$ cat src/rtl/iht_params.svh
// Register map, bit positions, vectors and timing counts of the
// interrupt and halt controller.
// Assumes inclusion by bare name from the package and the modules.
`ifndef IHT_PARAMS_SVH
`define IHT_PARAMS_SVH

// ----------------------------------------------------------------------
// Widths
// ----------------------------------------------------------------------
`define IHT_ADDR_W        8
`define IHT_DATA_W        4
`define IHT_PC_W          12
`define IHT_NUM_PINS      4
`define IHT_NUM_TICKS     3
`define IHT_CNT_W         4

// ----------------------------------------------------------------------
// Register offsets
// ----------------------------------------------------------------------
`define IHT_OFS_PIN_MASK  8'he8
`define IHT_OFS_TMR_MASK  8'heb
`define IHT_OFS_PIN_FLAG  8'hed
`define IHT_OFS_TMR_FLAG  8'hef

// ----------------------------------------------------------------------
// Field positions and reset values
// ----------------------------------------------------------------------
`define IHT_TICK_FASTEST  0
`define IHT_TICK_MIDDLE   1
`define IHT_TICK_SLOWEST  2
`define IHT_MASK_RST      4'h0
`define IHT_TMR_MASK_RST  3'h0
`define IHT_TMR_FLAG_RST  3'h0
`define IHT_FLAG_RST      1'b0
`define IHT_READ_ZERO     4'h0

// ----------------------------------------------------------------------
// Vectors on page 1, vectoring length in system clocks, edge-detector arm count
// ----------------------------------------------------------------------
`define IHT_VEC_PIN       12'h102
`define IHT_VEC_TMR       12'h104
`define IHT_SEQ_CYCLES    12
`define IHT_SYNC_ARM      2'h3

`endif

$ cat src/rtl/iht_pkg.sv
// Types shared by the interrupt and halt controller modules.
// Assumes iht_params.svh supplies every width.
`include "iht_params.svh"

package iht_pkg;

    // Register bus request from the CPU
    typedef struct packed {
        logic [`IHT_ADDR_W-1:0] addr;
        logic [`IHT_DATA_W-1:0] wdata;
        logic                   wr;
        logic                   rd;
    } iht_bus_req_s;

    // Instruction-level controls from the CPU
    typedef struct packed {
        logic                 ei;
        logic                 di;
        logic                 halt;
        logic                 boundary;
        logic [`IHT_PC_W-1:0] pc_next;
    } iht_cpu_ctl_s;

    typedef enum logic [1:0] {
        IHT_SEQ_IDLE = 2'h0,
        IHT_SEQ_SAVE = 2'h1,
        IHT_SEQ_LOAD = 2'h3
    } iht_seq_e;

    typedef struct packed {
        iht_seq_e               state;
        logic [`IHT_CNT_W-1:0]  cnt;
        logic                   busy;
        logic                   push;
        logic                   load;
    } iht_seq_s;

    typedef struct packed {
        logic [`IHT_NUM_PINS-1:0]  pin_mask;
        logic [`IHT_NUM_TICKS-1:0] tmr_mask;
        logic                      pin_flag;
        logic [`IHT_NUM_PINS-1:0]  pin_rec;
        logic [`IHT_NUM_TICKS-1:0] tmr_flag;
        logic                      ie;
        logic                      running;
        logic                      irq;
        logic [`IHT_DATA_W-1:0]    rdata;
        logic [`IHT_PC_W-1:0]      vector;
        logic [`IHT_PC_W-1:0]      stack_data;
    } iht_ctl_s;

endpackage

$ cat src/rtl/iht_edge_detect.sv
// Edge detector for a group of level inputs, one pulse per edge.
// Assumes SYNC=1 for pins from outside the clock domain.
`timescale 1ns/1ps
`include "iht_params.svh"

module iht_edge_detect
    import iht_pkg::*;
#(
    parameter int WIDTH  = 4,
    parameter bit SYNC   = 1'b1,
    parameter bit RISING = 1'b1
) (
    // Clock and reset
    input  wire logic             clk_in,
    input  wire logic             nrst_in,
    // Levels and edges
    input  wire logic [WIDTH-1:0] level_in,
    output logic      [WIDTH-1:0] edge_out
);

    typedef struct packed {
        logic [WIDTH-1:0] s1;
        logic [WIDTH-1:0] s2;
        logic [WIDTH-1:0] prev;
        logic [1:0]       arm;
        logic [WIDTH-1:0] edges;
    } iht_edge_state_s;

    iht_edge_state_s edge_reg;
    iht_edge_state_s edge_next;
    logic [WIDTH-1:0] sampled;

    if (WIDTH < 1) begin : g_chk
        $error("iht_edge_detect: WIDTH must be at least 1");
    end

    // Unsynchronised mode skips both stages; s1 feeds only s2
    assign sampled = SYNC ? edge_reg.s2 : level_in;

    always_comb begin
        edge_next      = edge_reg;
        edge_next.s1   = level_in;
        edge_next.s2   = edge_reg.s1;
        edge_next.prev = sampled;
        if (edge_reg.arm != `IHT_SYNC_ARM) begin
            edge_next.arm = edge_reg.arm + 2'h1;
        end
        // No edges until the pipeline holds real samples
        for (int i = 0; i < WIDTH; i++) begin
            edge_next.edges[i] = (edge_reg.arm == `IHT_SYNC_ARM) &&
                (RISING ? (sampled[i] & ~edge_reg.prev[i])
                        : (~sampled[i] & edge_reg.prev[i]));
        end
    end

    always_ff @(posedge clk_in) begin
        if (!nrst_in) begin
            edge_reg <= '0;
        end else begin
            edge_reg <= edge_next;
        end
    end

    assign edge_out = edge_reg.edges;

endmodule

$ cat src/rtl/iht_vector_seq.sv
// Vectoring sequencer: stack-save pulse, then vector-load pulse.
// Assumes start_in is only raised while busy_out is low.
`timescale 1ns/1ps
`include "iht_params.svh"

module iht_vector_seq
    import iht_pkg::*;
#(
    parameter int SEQ_CYCLES = `IHT_SEQ_CYCLES
) (
    // Clock and reset
    input  wire logic clk_in,
    input  wire logic nrst_in,
    // Control
    input  wire logic start_in,
    output logic      busy_out,
    output logic      push_out,
    output logic      load_out
);

    localparam logic [`IHT_CNT_W-1:0] LAST =
        `IHT_CNT_W'(SEQ_CYCLES - 1);

    iht_seq_s seq_reg;
    iht_seq_s seq_next;

    if (SEQ_CYCLES < 3 || SEQ_CYCLES > 15) begin : g_chk
        $error("iht_vector_seq: SEQ_CYCLES must be 3 to 15");
    end

    always_comb begin
        seq_next      = seq_reg;
        seq_next.push = 1'b0;
        seq_next.load = 1'b0;
        case (seq_reg.state)
            IHT_SEQ_IDLE: begin
                if (start_in) begin
                    seq_next.state = IHT_SEQ_SAVE;
                    seq_next.cnt   = `IHT_CNT_W'(1);
                    seq_next.busy  = 1'b1;
                    seq_next.push  = 1'b1;
                end
            end
            IHT_SEQ_SAVE: begin
                seq_next.cnt = seq_reg.cnt + `IHT_CNT_W'(1);
                if (seq_reg.cnt == LAST) begin
                    seq_next.state = IHT_SEQ_LOAD;
                    seq_next.load  = 1'b1;
                end
            end
            IHT_SEQ_LOAD: begin
                seq_next.state = IHT_SEQ_IDLE;
                seq_next.cnt   = '0;
                seq_next.busy  = 1'b0;
            end
            default: begin
                seq_next = '0;
            end
        endcase
    end

    always_ff @(posedge clk_in) begin
        if (!nrst_in) begin
            seq_reg <= '0;
        end else begin
            seq_reg <= seq_next;
        end
    end

    assign busy_out = seq_reg.busy;
    assign push_out = seq_reg.push;
    assign load_out = seq_reg.load;

endmodule

$ cat src/rtl/iht_controller.sv
// Interrupt and halt controller of a small 4-bit CPU: event flags,
// masks, global enable, halt wake-up and vectoring.
// Assumes tick inputs come from the clock timer on clk_in and the four
// input pins are asynchronous.
`timescale 1ns/1ps
`include "iht_params.svh"

// Contract
// - Each event flag sets on its own source event, independently.
// - Timer flags: slowest tick bit 2, middle bit 1, fastest bit 0.
// - Rising edge on any input pin sets the shared pin flag bit 0.
// - Request only when flag, its mask and global enable are all one.
// - Taking an interrupt clears the global enable.
// - Flag registers are read-only; reading returns then clears them.
// - All event flags are zero after reset.
// - Mask bits read and write; one enables; zero after reset.
// - Timer mask bits 0..2 fastest, middle, slowest; bit 3 reads zero.
// - Each pin has its own mask bit; only unmasked pins request.
// - Halt stops the CPU clock; any request restarts the CPU.
// - On accept, push next program counter then load a page-1 vector.
// - Save and vector load take exactly twelve system clocks.
// - Timer flags set even while masked; masks only block requests.
module iht_controller
    import iht_pkg::*;
#(
    parameter int NUM_PINS   = `IHT_NUM_PINS,
    parameter int SEQ_CYCLES = `IHT_SEQ_CYCLES
) (
    // Clock and reset
    input  wire logic                   clk_in,
    input  wire logic                   nrst_in,
    // Event sources
    input  wire logic                   tick_fastest_in,
    input  wire logic                   tick_middle_in,
    input  wire logic                   tick_slowest_in,
    input  wire logic [NUM_PINS-1:0]    input_pins_in,
    // Register port
    input  wire iht_bus_req_s           bus_in,
    output logic [`IHT_DATA_W-1:0]      rdata_out,
    // CPU control
    input  wire iht_cpu_ctl_s           cpu_in,
    output logic                        irq_out,
    output logic                        global_irq_enabled_out,
    output logic                        cpu_clk_run_out,
    // Vectoring
    output logic                        seq_busy_out,
    output logic                        stack_push_out,
    output logic [`IHT_PC_W-1:0]        stack_data_out,
    output logic                        vector_load_out,
    output logic [`IHT_PC_W-1:0]        vector_out
);

    // ------------------------------------------------------------------
    // Elaboration checks
    // ------------------------------------------------------------------
    if (NUM_PINS != `IHT_NUM_PINS) begin : g_chk
        $error("iht_controller: NUM_PINS must match the pin mask");
    end

    // ------------------------------------------------------------------
    // Declarations
    // ------------------------------------------------------------------
    iht_ctl_s                   ctl_reg;
    iht_ctl_s                   ctl_next;
    logic [NUM_PINS-1:0]        pin_edge;
    logic [`IHT_NUM_TICKS-1:0]  tick_level;
    logic [`IHT_NUM_TICKS-1:0]  tick_edge;
    logic                       seq_busy;
    logic                       pin_req;
    logic                       tmr_req;
    logic                       pending;
    logic                       take;

    assign tick_level[`IHT_TICK_FASTEST] = tick_fastest_in;
    assign tick_level[`IHT_TICK_MIDDLE]  = tick_middle_in;
    assign tick_level[`IHT_TICK_SLOWEST] = tick_slowest_in;

    // ------------------------------------------------------------------
    // Edge detection
    // ------------------------------------------------------------------
    // Pins are asynchronous, so they pass two stages first
    iht_edge_detect #(
        .WIDTH  (NUM_PINS),
        .SYNC   (1'b1),
        .RISING (1'b1)
    ) u_pin_edge (
        .clk_in   (clk_in),
        .nrst_in  (nrst_in),
        .level_in (input_pins_in),
        .edge_out (pin_edge)
    );

    // Timer ticks share this clock and interrupt on their falling edge
    iht_edge_detect #(
        .WIDTH  (`IHT_NUM_TICKS),
        .SYNC   (1'b0),
        .RISING (1'b0)
    ) u_tick_edge (
        .clk_in   (clk_in),
        .nrst_in  (nrst_in),
        .level_in (tick_level),
        .edge_out (tick_edge)
    );

    // ------------------------------------------------------------------
    // Vectoring sequencer
    // ------------------------------------------------------------------
    iht_vector_seq #(
        .SEQ_CYCLES (SEQ_CYCLES)
    ) u_seq (
        .clk_in   (clk_in),
        .nrst_in  (nrst_in),
        .start_in (take),
        .busy_out (seq_busy),
        .push_out (stack_push_out),
        .load_out (vector_load_out)
    );

    // ------------------------------------------------------------------
    // Request and acceptance
    // ------------------------------------------------------------------
    // The pin flag requests only through pins whose edge was recorded
    // and whose own mask is set
    assign pin_req = ctl_reg.pin_flag &
                     (|(ctl_reg.pin_rec & ctl_reg.pin_mask));
    assign tmr_req = |(ctl_reg.tmr_flag & ctl_reg.tmr_mask);
    assign pending = (pin_req | tmr_req) & ctl_reg.ie;
    // A halted CPU has no instruction boundary, so accept at once
    assign take    = pending & ~seq_busy &
                     (cpu_in.boundary | ~ctl_reg.running);

    // ------------------------------------------------------------------
    // Next state
    // ------------------------------------------------------------------
    always_comb begin
        ctl_next       = ctl_reg;
        ctl_next.rdata = `IHT_READ_ZERO;

        // Register reads; flags clear as they are read
        if (bus_in.rd) begin
            case (bus_in.addr)
                `IHT_OFS_PIN_MASK: begin
                    ctl_next.rdata = ctl_reg.pin_mask;
                end
                `IHT_OFS_TMR_MASK: begin
                    ctl_next.rdata = {1'b0, ctl_reg.tmr_mask};
                end
                `IHT_OFS_PIN_FLAG: begin
                    ctl_next.rdata    = {3'h0, ctl_reg.pin_flag};
                    ctl_next.pin_flag = `IHT_FLAG_RST;
                    ctl_next.pin_rec  = `IHT_MASK_RST;
                end
                `IHT_OFS_TMR_FLAG: begin
                    ctl_next.rdata    = {1'b0, ctl_reg.tmr_flag};
                    ctl_next.tmr_flag = `IHT_TMR_FLAG_RST;
                end
                default: begin
                    ctl_next.rdata = `IHT_READ_ZERO;
                end
            endcase
        end

        // Register writes; flag offsets ignore writes
        if (bus_in.wr) begin
            case (bus_in.addr)
                `IHT_OFS_PIN_MASK: begin
                    ctl_next.pin_mask = bus_in.wdata;
                end
                `IHT_OFS_TMR_MASK: begin
                    ctl_next.tmr_mask =
                        bus_in.wdata[`IHT_NUM_TICKS-1:0];
                end
                default: begin
                    ctl_next.pin_mask = ctl_next.pin_mask;
                end
            endcase
        end

        // Events are applied after the read-clear so they always win;
        // masks play no part here
        ctl_next.tmr_flag = ctl_next.tmr_flag | tick_edge;
        ctl_next.pin_rec  = ctl_next.pin_rec | pin_edge;
        if (|pin_edge) begin
            ctl_next.pin_flag = 1'b1;
        end

        // Global enable; disable and acceptance both beat enable
        if (cpu_in.ei) begin
            ctl_next.ie = 1'b1;
        end
        if (cpu_in.di || take) begin
            ctl_next.ie = 1'b0;
        end

        // Halt stops the CPU clock until a request arrives
        if (cpu_in.halt) begin
            ctl_next.running = 1'b0;
        end
        if (pending) begin
            ctl_next.running = 1'b1;
        end

        // Vector and saved address are captured at acceptance
        if (take) begin
            ctl_next.vector     = pin_req ? `IHT_VEC_PIN
                                          : `IHT_VEC_TMR;
            ctl_next.stack_data = cpu_in.pc_next;
        end

        ctl_next.irq = pending & ~take;
    end

    // ------------------------------------------------------------------
    // State register
    // ------------------------------------------------------------------
    always_ff @(posedge clk_in) begin
        if (!nrst_in) begin
            ctl_reg            <= '0;
            ctl_reg.pin_mask   <= `IHT_MASK_RST;
            ctl_reg.tmr_mask   <= `IHT_TMR_MASK_RST;
            ctl_reg.pin_flag   <= `IHT_FLAG_RST;
            ctl_reg.tmr_flag   <= `IHT_TMR_FLAG_RST;
            ctl_reg.running    <= 1'b1;
        end else begin
            ctl_reg <= ctl_next;
        end
    end

    // ------------------------------------------------------------------
    // Outputs
    // ------------------------------------------------------------------
    assign rdata_out              = ctl_reg.rdata;
    assign irq_out                = ctl_reg.irq;
    assign global_irq_enabled_out = ctl_reg.ie;
    assign cpu_clk_run_out        = ctl_reg.running;
    assign seq_busy_out           = seq_busy;
    assign stack_data_out         = ctl_reg.stack_data;
    assign vector_out             = ctl_reg.vector;

endmodule

$ cat config.mk
export PLATFORM = sky130hd
export DESIGN_NAME = iht_controller
export DESIGN_NICKNAME = d
export VERILOG_FILES = /design/src/rtl/iht_pkg.sv /design/src/rtl/iht_edge_detect.sv /design/src/rtl/iht_vector_seq.sv /design/src/rtl/iht_controller.sv
export VERILOG_INCLUDE_DIRS = /design/src /design/src/rtl
export SDC_FILE = /design/constraint.sdc
export NUM_CORES = 1
export LEC_CHECK = 0
export ABC_CLOCK_PERIOD_IN_PS = 1500
export BUFFER_PORTS_ARGS = -buffer_cell sky130_fd_sc_hd__buf_2
export CAP_MARGIN = 5
export CORE_UTILIZATION = 23
export CTS_CLUSTER_DIAMETER = 60
export CTS_CLUSTER_SIZE = 12
export DETAILED_ROUTE_END_ITERATION = 8
export GPL_ROUTABILITY_DRIVEN = 0
export GPL_TIMING_DRIVEN = 0
export PLACE_DENSITY = 0.45
export SETUP_SLACK_MARGIN = 0.15
export SYNTH_ARGS = -nofsm -noshare
export SYNTH_HDL_FRONTEND = slang
export SYNTH_SLANG_ARGS = --single-unit
$ cat constraint.sdc
create_clock -name clk_in -period 1.5 [get_ports clk_in]
set_input_delay 0.15 -clock clk_in [delete_from_list [all_inputs] [get_ports clk_in]]
set_output_delay 0.15 -clock clk_in [all_outputs]
set_load 0.005 [all_outputs]
Word-level counts from Yosys, hierarchy flattened. Index checks and enable logic that the tools add are counted.

Reduce and logical (&&, ||, !) cells: 24. Equal/unequal tests: 12. Muxes and demuxes: 11. Add/sub/neg operators: 3. Bitwise operators: 30.

Operators with widths (count): $eq 8x8->1 const B (4); $mux 8 (2); $pmux 4 s4 (1); $reduce_and 2->1 (8); $and 1x1->1 (12); $not 1->1 (12); $pmux 6 s2 (1); $reduce_or 4->1 (2); $logic_and 1x1->1 (7); $mux 3 (2); $ne 2x2->1 const B (3); $mux 5 (1); $add 2x1->2 const B (2); $add 4x1->4 const B (1); $and 4x4->4 (1); $eq 2x2->1 const B (2); $eq 4x4->1 const B (1); $or 4x4->4 (1); $reduce_bool 2->1 (2); $reduce_or 2->1 (2); $and 3x3->3 (1); $or 3x3->3 (1); $reduce_or 3->1 (1); $eq 2x1->1 const B (1); 7 further kinds (9).

Flip-flop bits (word level): 81. Logic and storage cells: 104. Output and inout port bits: 34.

Longest topological paths before layout.
Depth after elaboration: 9. Gate-level depth with buffers: 5. Mapped depth without buffers: 4.

By module. A second synthesis with hierarchy kept.

Cells, all modules: 304. Area total of the unflattened synthesis: 2960.3 µm².

Modules (own cells, without submodules): iht_controller (area an instance 1757.9 µm², seq. area each 740.7 µm², cells each 200, times used 1); iht_edge_detect (u_pin_edge) (area an instance 561.8 µm², seq. area each 360.3 µm², cells each 45, times used 1); iht_vector_seq (area an instance 335.3 µm², seq. area each 180.2 µm², cells each 35, times used 1); iht_edge_detect (u_tick_edge) (area an instance 305.3 µm², seq. area each 160.2 µm², cells each 24, times used 1).

Worst setup path before layout. OpenSTA, ideal clock, no wires.

Path kind: flip-flop to flip-flop. Start point: reg ctl_reg[36] in the netlist's numbering. End point: reg u_seq.seq_reg[7] in the netlist's numbering. Path buffers: 1. Arrival: 1.146 ns. Required time: 1.385 ns. Setup time: 0.115 ns. Cell stages (with the launch flop): 6. Path slack: 0.240 ns. Cells stage by stage: dfxtp_1 a22oi_1 a21boi_1 o211a_1 buf_4 o21a_1.

Cells in the longest elaborated chain, start to end: 9.

RTL lines: from (decl) (line iht_controller.sv:63) `iht_ctl_s ctl_reg;`; from (signal assigned) (line iht_controller.sv:225) `ctl_reg <= ctl_next;`; $and 4x4->4 (line iht_controller.sv:125) `(|(ctl_reg.pin_rec & ctl_reg.pin_mask));`; $reduce_or 4->1 (line iht_controller.sv:125); $and 1x1->1 (line iht_controller.sv:124) `assign pin_req = ctl_reg.pin_flag &`; $or 1x1->1 (line iht_controller.sv:127) `assign pending = (pin_req | tmr_req) & ctl_reg.ie;`; $and 1x1->1 (line iht_controller.sv:127); $and 1x1->1 (2 in series) (line iht_controller.sv:129) `assign take = pending & ~seq_busy &`; $ne 2x2->1 (no source line); $reduce_and 2->1 (no source line); to (signal assigned) (line iht_vector_seq.sv:66) `seq_reg <= seq_next;`; to (decl) (line iht_vector_seq.sv:24) `iht_seq_s seq_reg;`.

Every way passes these cells. A chain may end at the register's enable or synchronous reset.

Final worst setup path.
Start point: reg ctl_reg[39] in the netlist's numbering. End point: reg u_seq.seq_reg[3] in the netlist's numbering.

Cells in the longest elaborated chain, start to end: 7.

RTL lines: $and 3x3->3 (line iht_controller.sv:126) `assign tmr_req = |(ctl_reg.tmr_flag & ctl_reg.tmr_mask);`; $reduce_or 3->1 (line iht_controller.sv:126); $or 1x1->1 (line iht_controller.sv:127); $and 1x1->1 (line iht_controller.sv:127); $and 1x1->1 (2 in series) (line iht_controller.sv:129); $ne 2x2->1 (no source line).

Every way passes these cells.

==> key figures <==
Global routing
  • First-pass GRT wire length: about 10 mm
  • Initial antenna violation count: 0
  • GR Util All Layers: 0.105
  • Total gr overflow: 0
  • Largest net degree at the start of global routing: 14
  • Vias in the first global route: around 2100

Power and ir drop
  • Pwr/cell area: ~1100 nW/um^2
  • Tot Pwr: 4.39 mW
  • Lkg Pwr: between 1.5 and 2 nW
  • VDD IR max: ~0.49 mV

Layout
  • Diodes inserted: 0
  • Number of flip-flops in the largest register: 15
  • Final instance area: 3840 sq um
  • Layout area overhead: 34.9%
  • Share of layout cells above drive strength 1: 0.365
  • Finished Layout Cells: roughly 550
  • Fin nets: about 420

Critical path
  • Worst R2R Setup Slack: around 0.10 ns
  • Crit Path Max Fanout: 5
  • Crit Path Class: flip-flop to flip-flop
  • Setup crit start kind: flip-flop
  • CP Capture Type: flip-flop
  • Max stage delay cell, worst path: dfxtp_2
  • CP peak stage delay: ~0.32 ns
  • CP cell instances: a22oi_1 -> nand2_1 -> o211a_4 -> buf_6 -> o31a_1
  • Data required time of the worst path: 1.71 ns
  • Worst Path Arrival: approximately 1.6 ns

Placement
  • Post-DP HPWL: roughly 4.8 mm
  • Pre-CTS setup slack: -0.0470 ns
  • Port bufs: just over 60
  • Placed Cells incl. Taps: roughly 530
  • Placed instance area: about 3400 sq um

Logic synthesis
  • Post-synth top area cell: dfxtp_1
  • Synth cell types: slightly above 40
  • Syn_area_per_cell: roughly 9.8 sq um
  • Yosys reg bits: ~70
  • Number of synthesized flops with an enable pin: 0
  • Sequential share of the synthesized area: 0.506
  • Top FF cell, synth: dfxtp_1
  • Yosys warns: 0
  • Async SR Flop Fraction: 0
  • Yosys top cell area share: 0.506
  • Synth area leaders: dfxtp_1 51%, buf_4 7.6%, mux2i_1 6.3%
  • Synth Cell Area: 2850 sq um
  • Post-Syn Instances: between 200 and 300

Route
  • Antenna viol nets, final: 0
  • DRC viols: 0
  • Vias per Instance: 3.99
  • Vias: 2204
  • Initial drt markers: around 70
  • Initial DRT Pass Iterations: 4
  • WL final: roughly 6.4 mm
  • Wire length per cell: 11.5 um

Timing
  • Final Cycle Share: 0.932
  • Worst slew margin: 0.641
  • Max Fclk: 716 MHz
  • Hold WS: 0.0153 ns
  • Actual slew at the worst max-slew pin: between 0.5 and 0.6 ns
  • Final setup violating endpoints: 0
  • RSZ-0062 raised after global routing: yes
  • Slew Viols, Final: 0
  • Final Critical Period: between 1 and 1.5 ns
  • Final Hold Vio Count: 0
  • Final setup skew: around 0.012 ns
  • Final WS setup: 0.103 ns

Clock tree
  • Clock Sinks: 72
  • CTS tree: yes
  • Clk buf depth: 2
  • Total CTS buffers: 9
  • Clk slew on worst S/H paths: 0.06 ns
  • Htree depth: 3
  • Clock latency on the worst-skew pair: about 0.33 ns
  • Root Buffer Master: clkbuf_16

Floorplanning
  • DIE WIDTH: 113 um
  • I/O pins: 73
  • Core Area: 12100 sq um
  • Initial Util: 0.236
  • Die area: around 13000 sq um
  • Num rows: 40
  • Die Height: ~110 um

Hold path
  • HP Class: input pin to flip-flop

Run
  • Max_cap viols: 0

Outcome
  • Status: finished, final reports clean
==> kinds of logic (layout without fill, tap and decap cells) <==
family,Yosys count,count (layout),share of synthesized area
mux,20,20,0.0711
flops,72,72,0.506
simple gates,108,108,0.208
compound gates,38,38,0.0847
fa+ha+maj,3,3,0.0132
buf+inv,45,130,0.104
xor+xnor,4,4,0.0123
other cells,1,9,0.00132
==> area by class of cell <==
class	instances	area, sq um
clock inverters	6	66.3
fillers	1300	8220
plain buffers	38	277
clock buffers	10	239
well taps	168	210
flip-flops and latches	72	1450
multi-input cells	182	1180
inverters	7	26.3
repair buffers	69	394
==> power by group <==
part           switching (mW)  internal, mW  leakage, nW
clock                   0.799          1.34        0.153
sequential             0.0237          1.96        0.588
combinational           0.141         0.124        0.937
==> cell usage after synthesis (2+ instances only) <==
library cell and number:
mux2_2 2, nor3_1 4, o21a_1 2, and3_1 2, o21ai_0 10, o22ai_1 3, ha_1 3, nor2_1 17
clkbuf_1 5, xor2_1 3, a22oi_1 5, o211a_1 2, and3b_1 4, nor4_4 2, nand2_1 37, dfxtp_1 72
nand3_1 13, buf_6 2, or2_2 2, inv_1 6, buf_2 2, buf_4 29, a21oi_1 10, and2_1 16
nor3b_1 4, nand2b_1 2, mux2i_1 18
==> layout by cell type, fill, tap and decap left out, types with 3 or more instances in the layout <==
cell       synthesis  routed
nor3b_1            4       4
buf_6              2       3
clkbuf_1           5       5
xor2_1             3       3
nand2_1           37      37
clkbuf_16          0       9
o21ai_0           10       9
a21oi_1           10       9
and2_1            16      16
mux2i_1           18      18
a22oi_1            5       3
and3b_1            4       4
dfxtp_1           72      65
dfxtp_2            0       6
buf_2              2      63
ha_1               3       3
buf_4             29      32
nor3_1             4       4
nand3_1           13      13
conb_1             1       9
inv_1              6       6
nor2_1            17      17
==> stage by stage <==
stage / setup TNS, ns / utilization
after global placement: -0.0237 / 0.282
after floorplan: 0 / -
after CTS: 0 / 0.317
final: 0 / 0.319
after detailed placement: -0.138 / 0.282
after global routing: 0 / 0.319
==> worst max-delay path: cells and delay by family (launching register included) <==
kind | cells | cell delay (ns)
flip-flops | 1 | 0.32
AND/OR/NAND/NOR | 1 | 0.12
AO/OA/AOI/OAI | 3 | 0.72
buffers and inverters | 1 | 0.13
==> layer usage <==
metal	vias to the layer above	track usage	share of wire
met2	61	0.173	0.47
met1	1006	0.129	0.47
met5	-	0	0
li1	1131	-	-
met4	0	0.0395	0.015
met3	6	0.0337	0.046
==> worst paths after layout <==
check | startpoint | to | cells past startpoint
setup / recovery | ctl_reg[39]$_SDFFE_PN0P_ | u_seq.seq_reg[3]$_SDFFE_PN0P_ | 5
hold / removal | tick_middle_in | u_tick_edge.edge_out[1]$_SDFF_PN0_ | 2
setup reg to reg | ctl_reg[39]$_SDFFE_PN0P_ | u_seq.seq_reg[3]$_SDFFE_PN0P_ | 5
hold reg to reg | u_tick_edge.edge_out[0]$_SDFF_PN0_ | ctl_reg[31]$_SDFF_PN0_ | 2
==> timing repair <==
action,in CTS,in global routing
pin swaps,5,3
cloned,1,0
hold buffers,2,0
endpoints found under the setup margin,20,23
gates resized for setup,17,4
buffers inserted,4,1
hold endpoints to repair,2,0
Note: power is estimated with default switching activity, not from simulation.
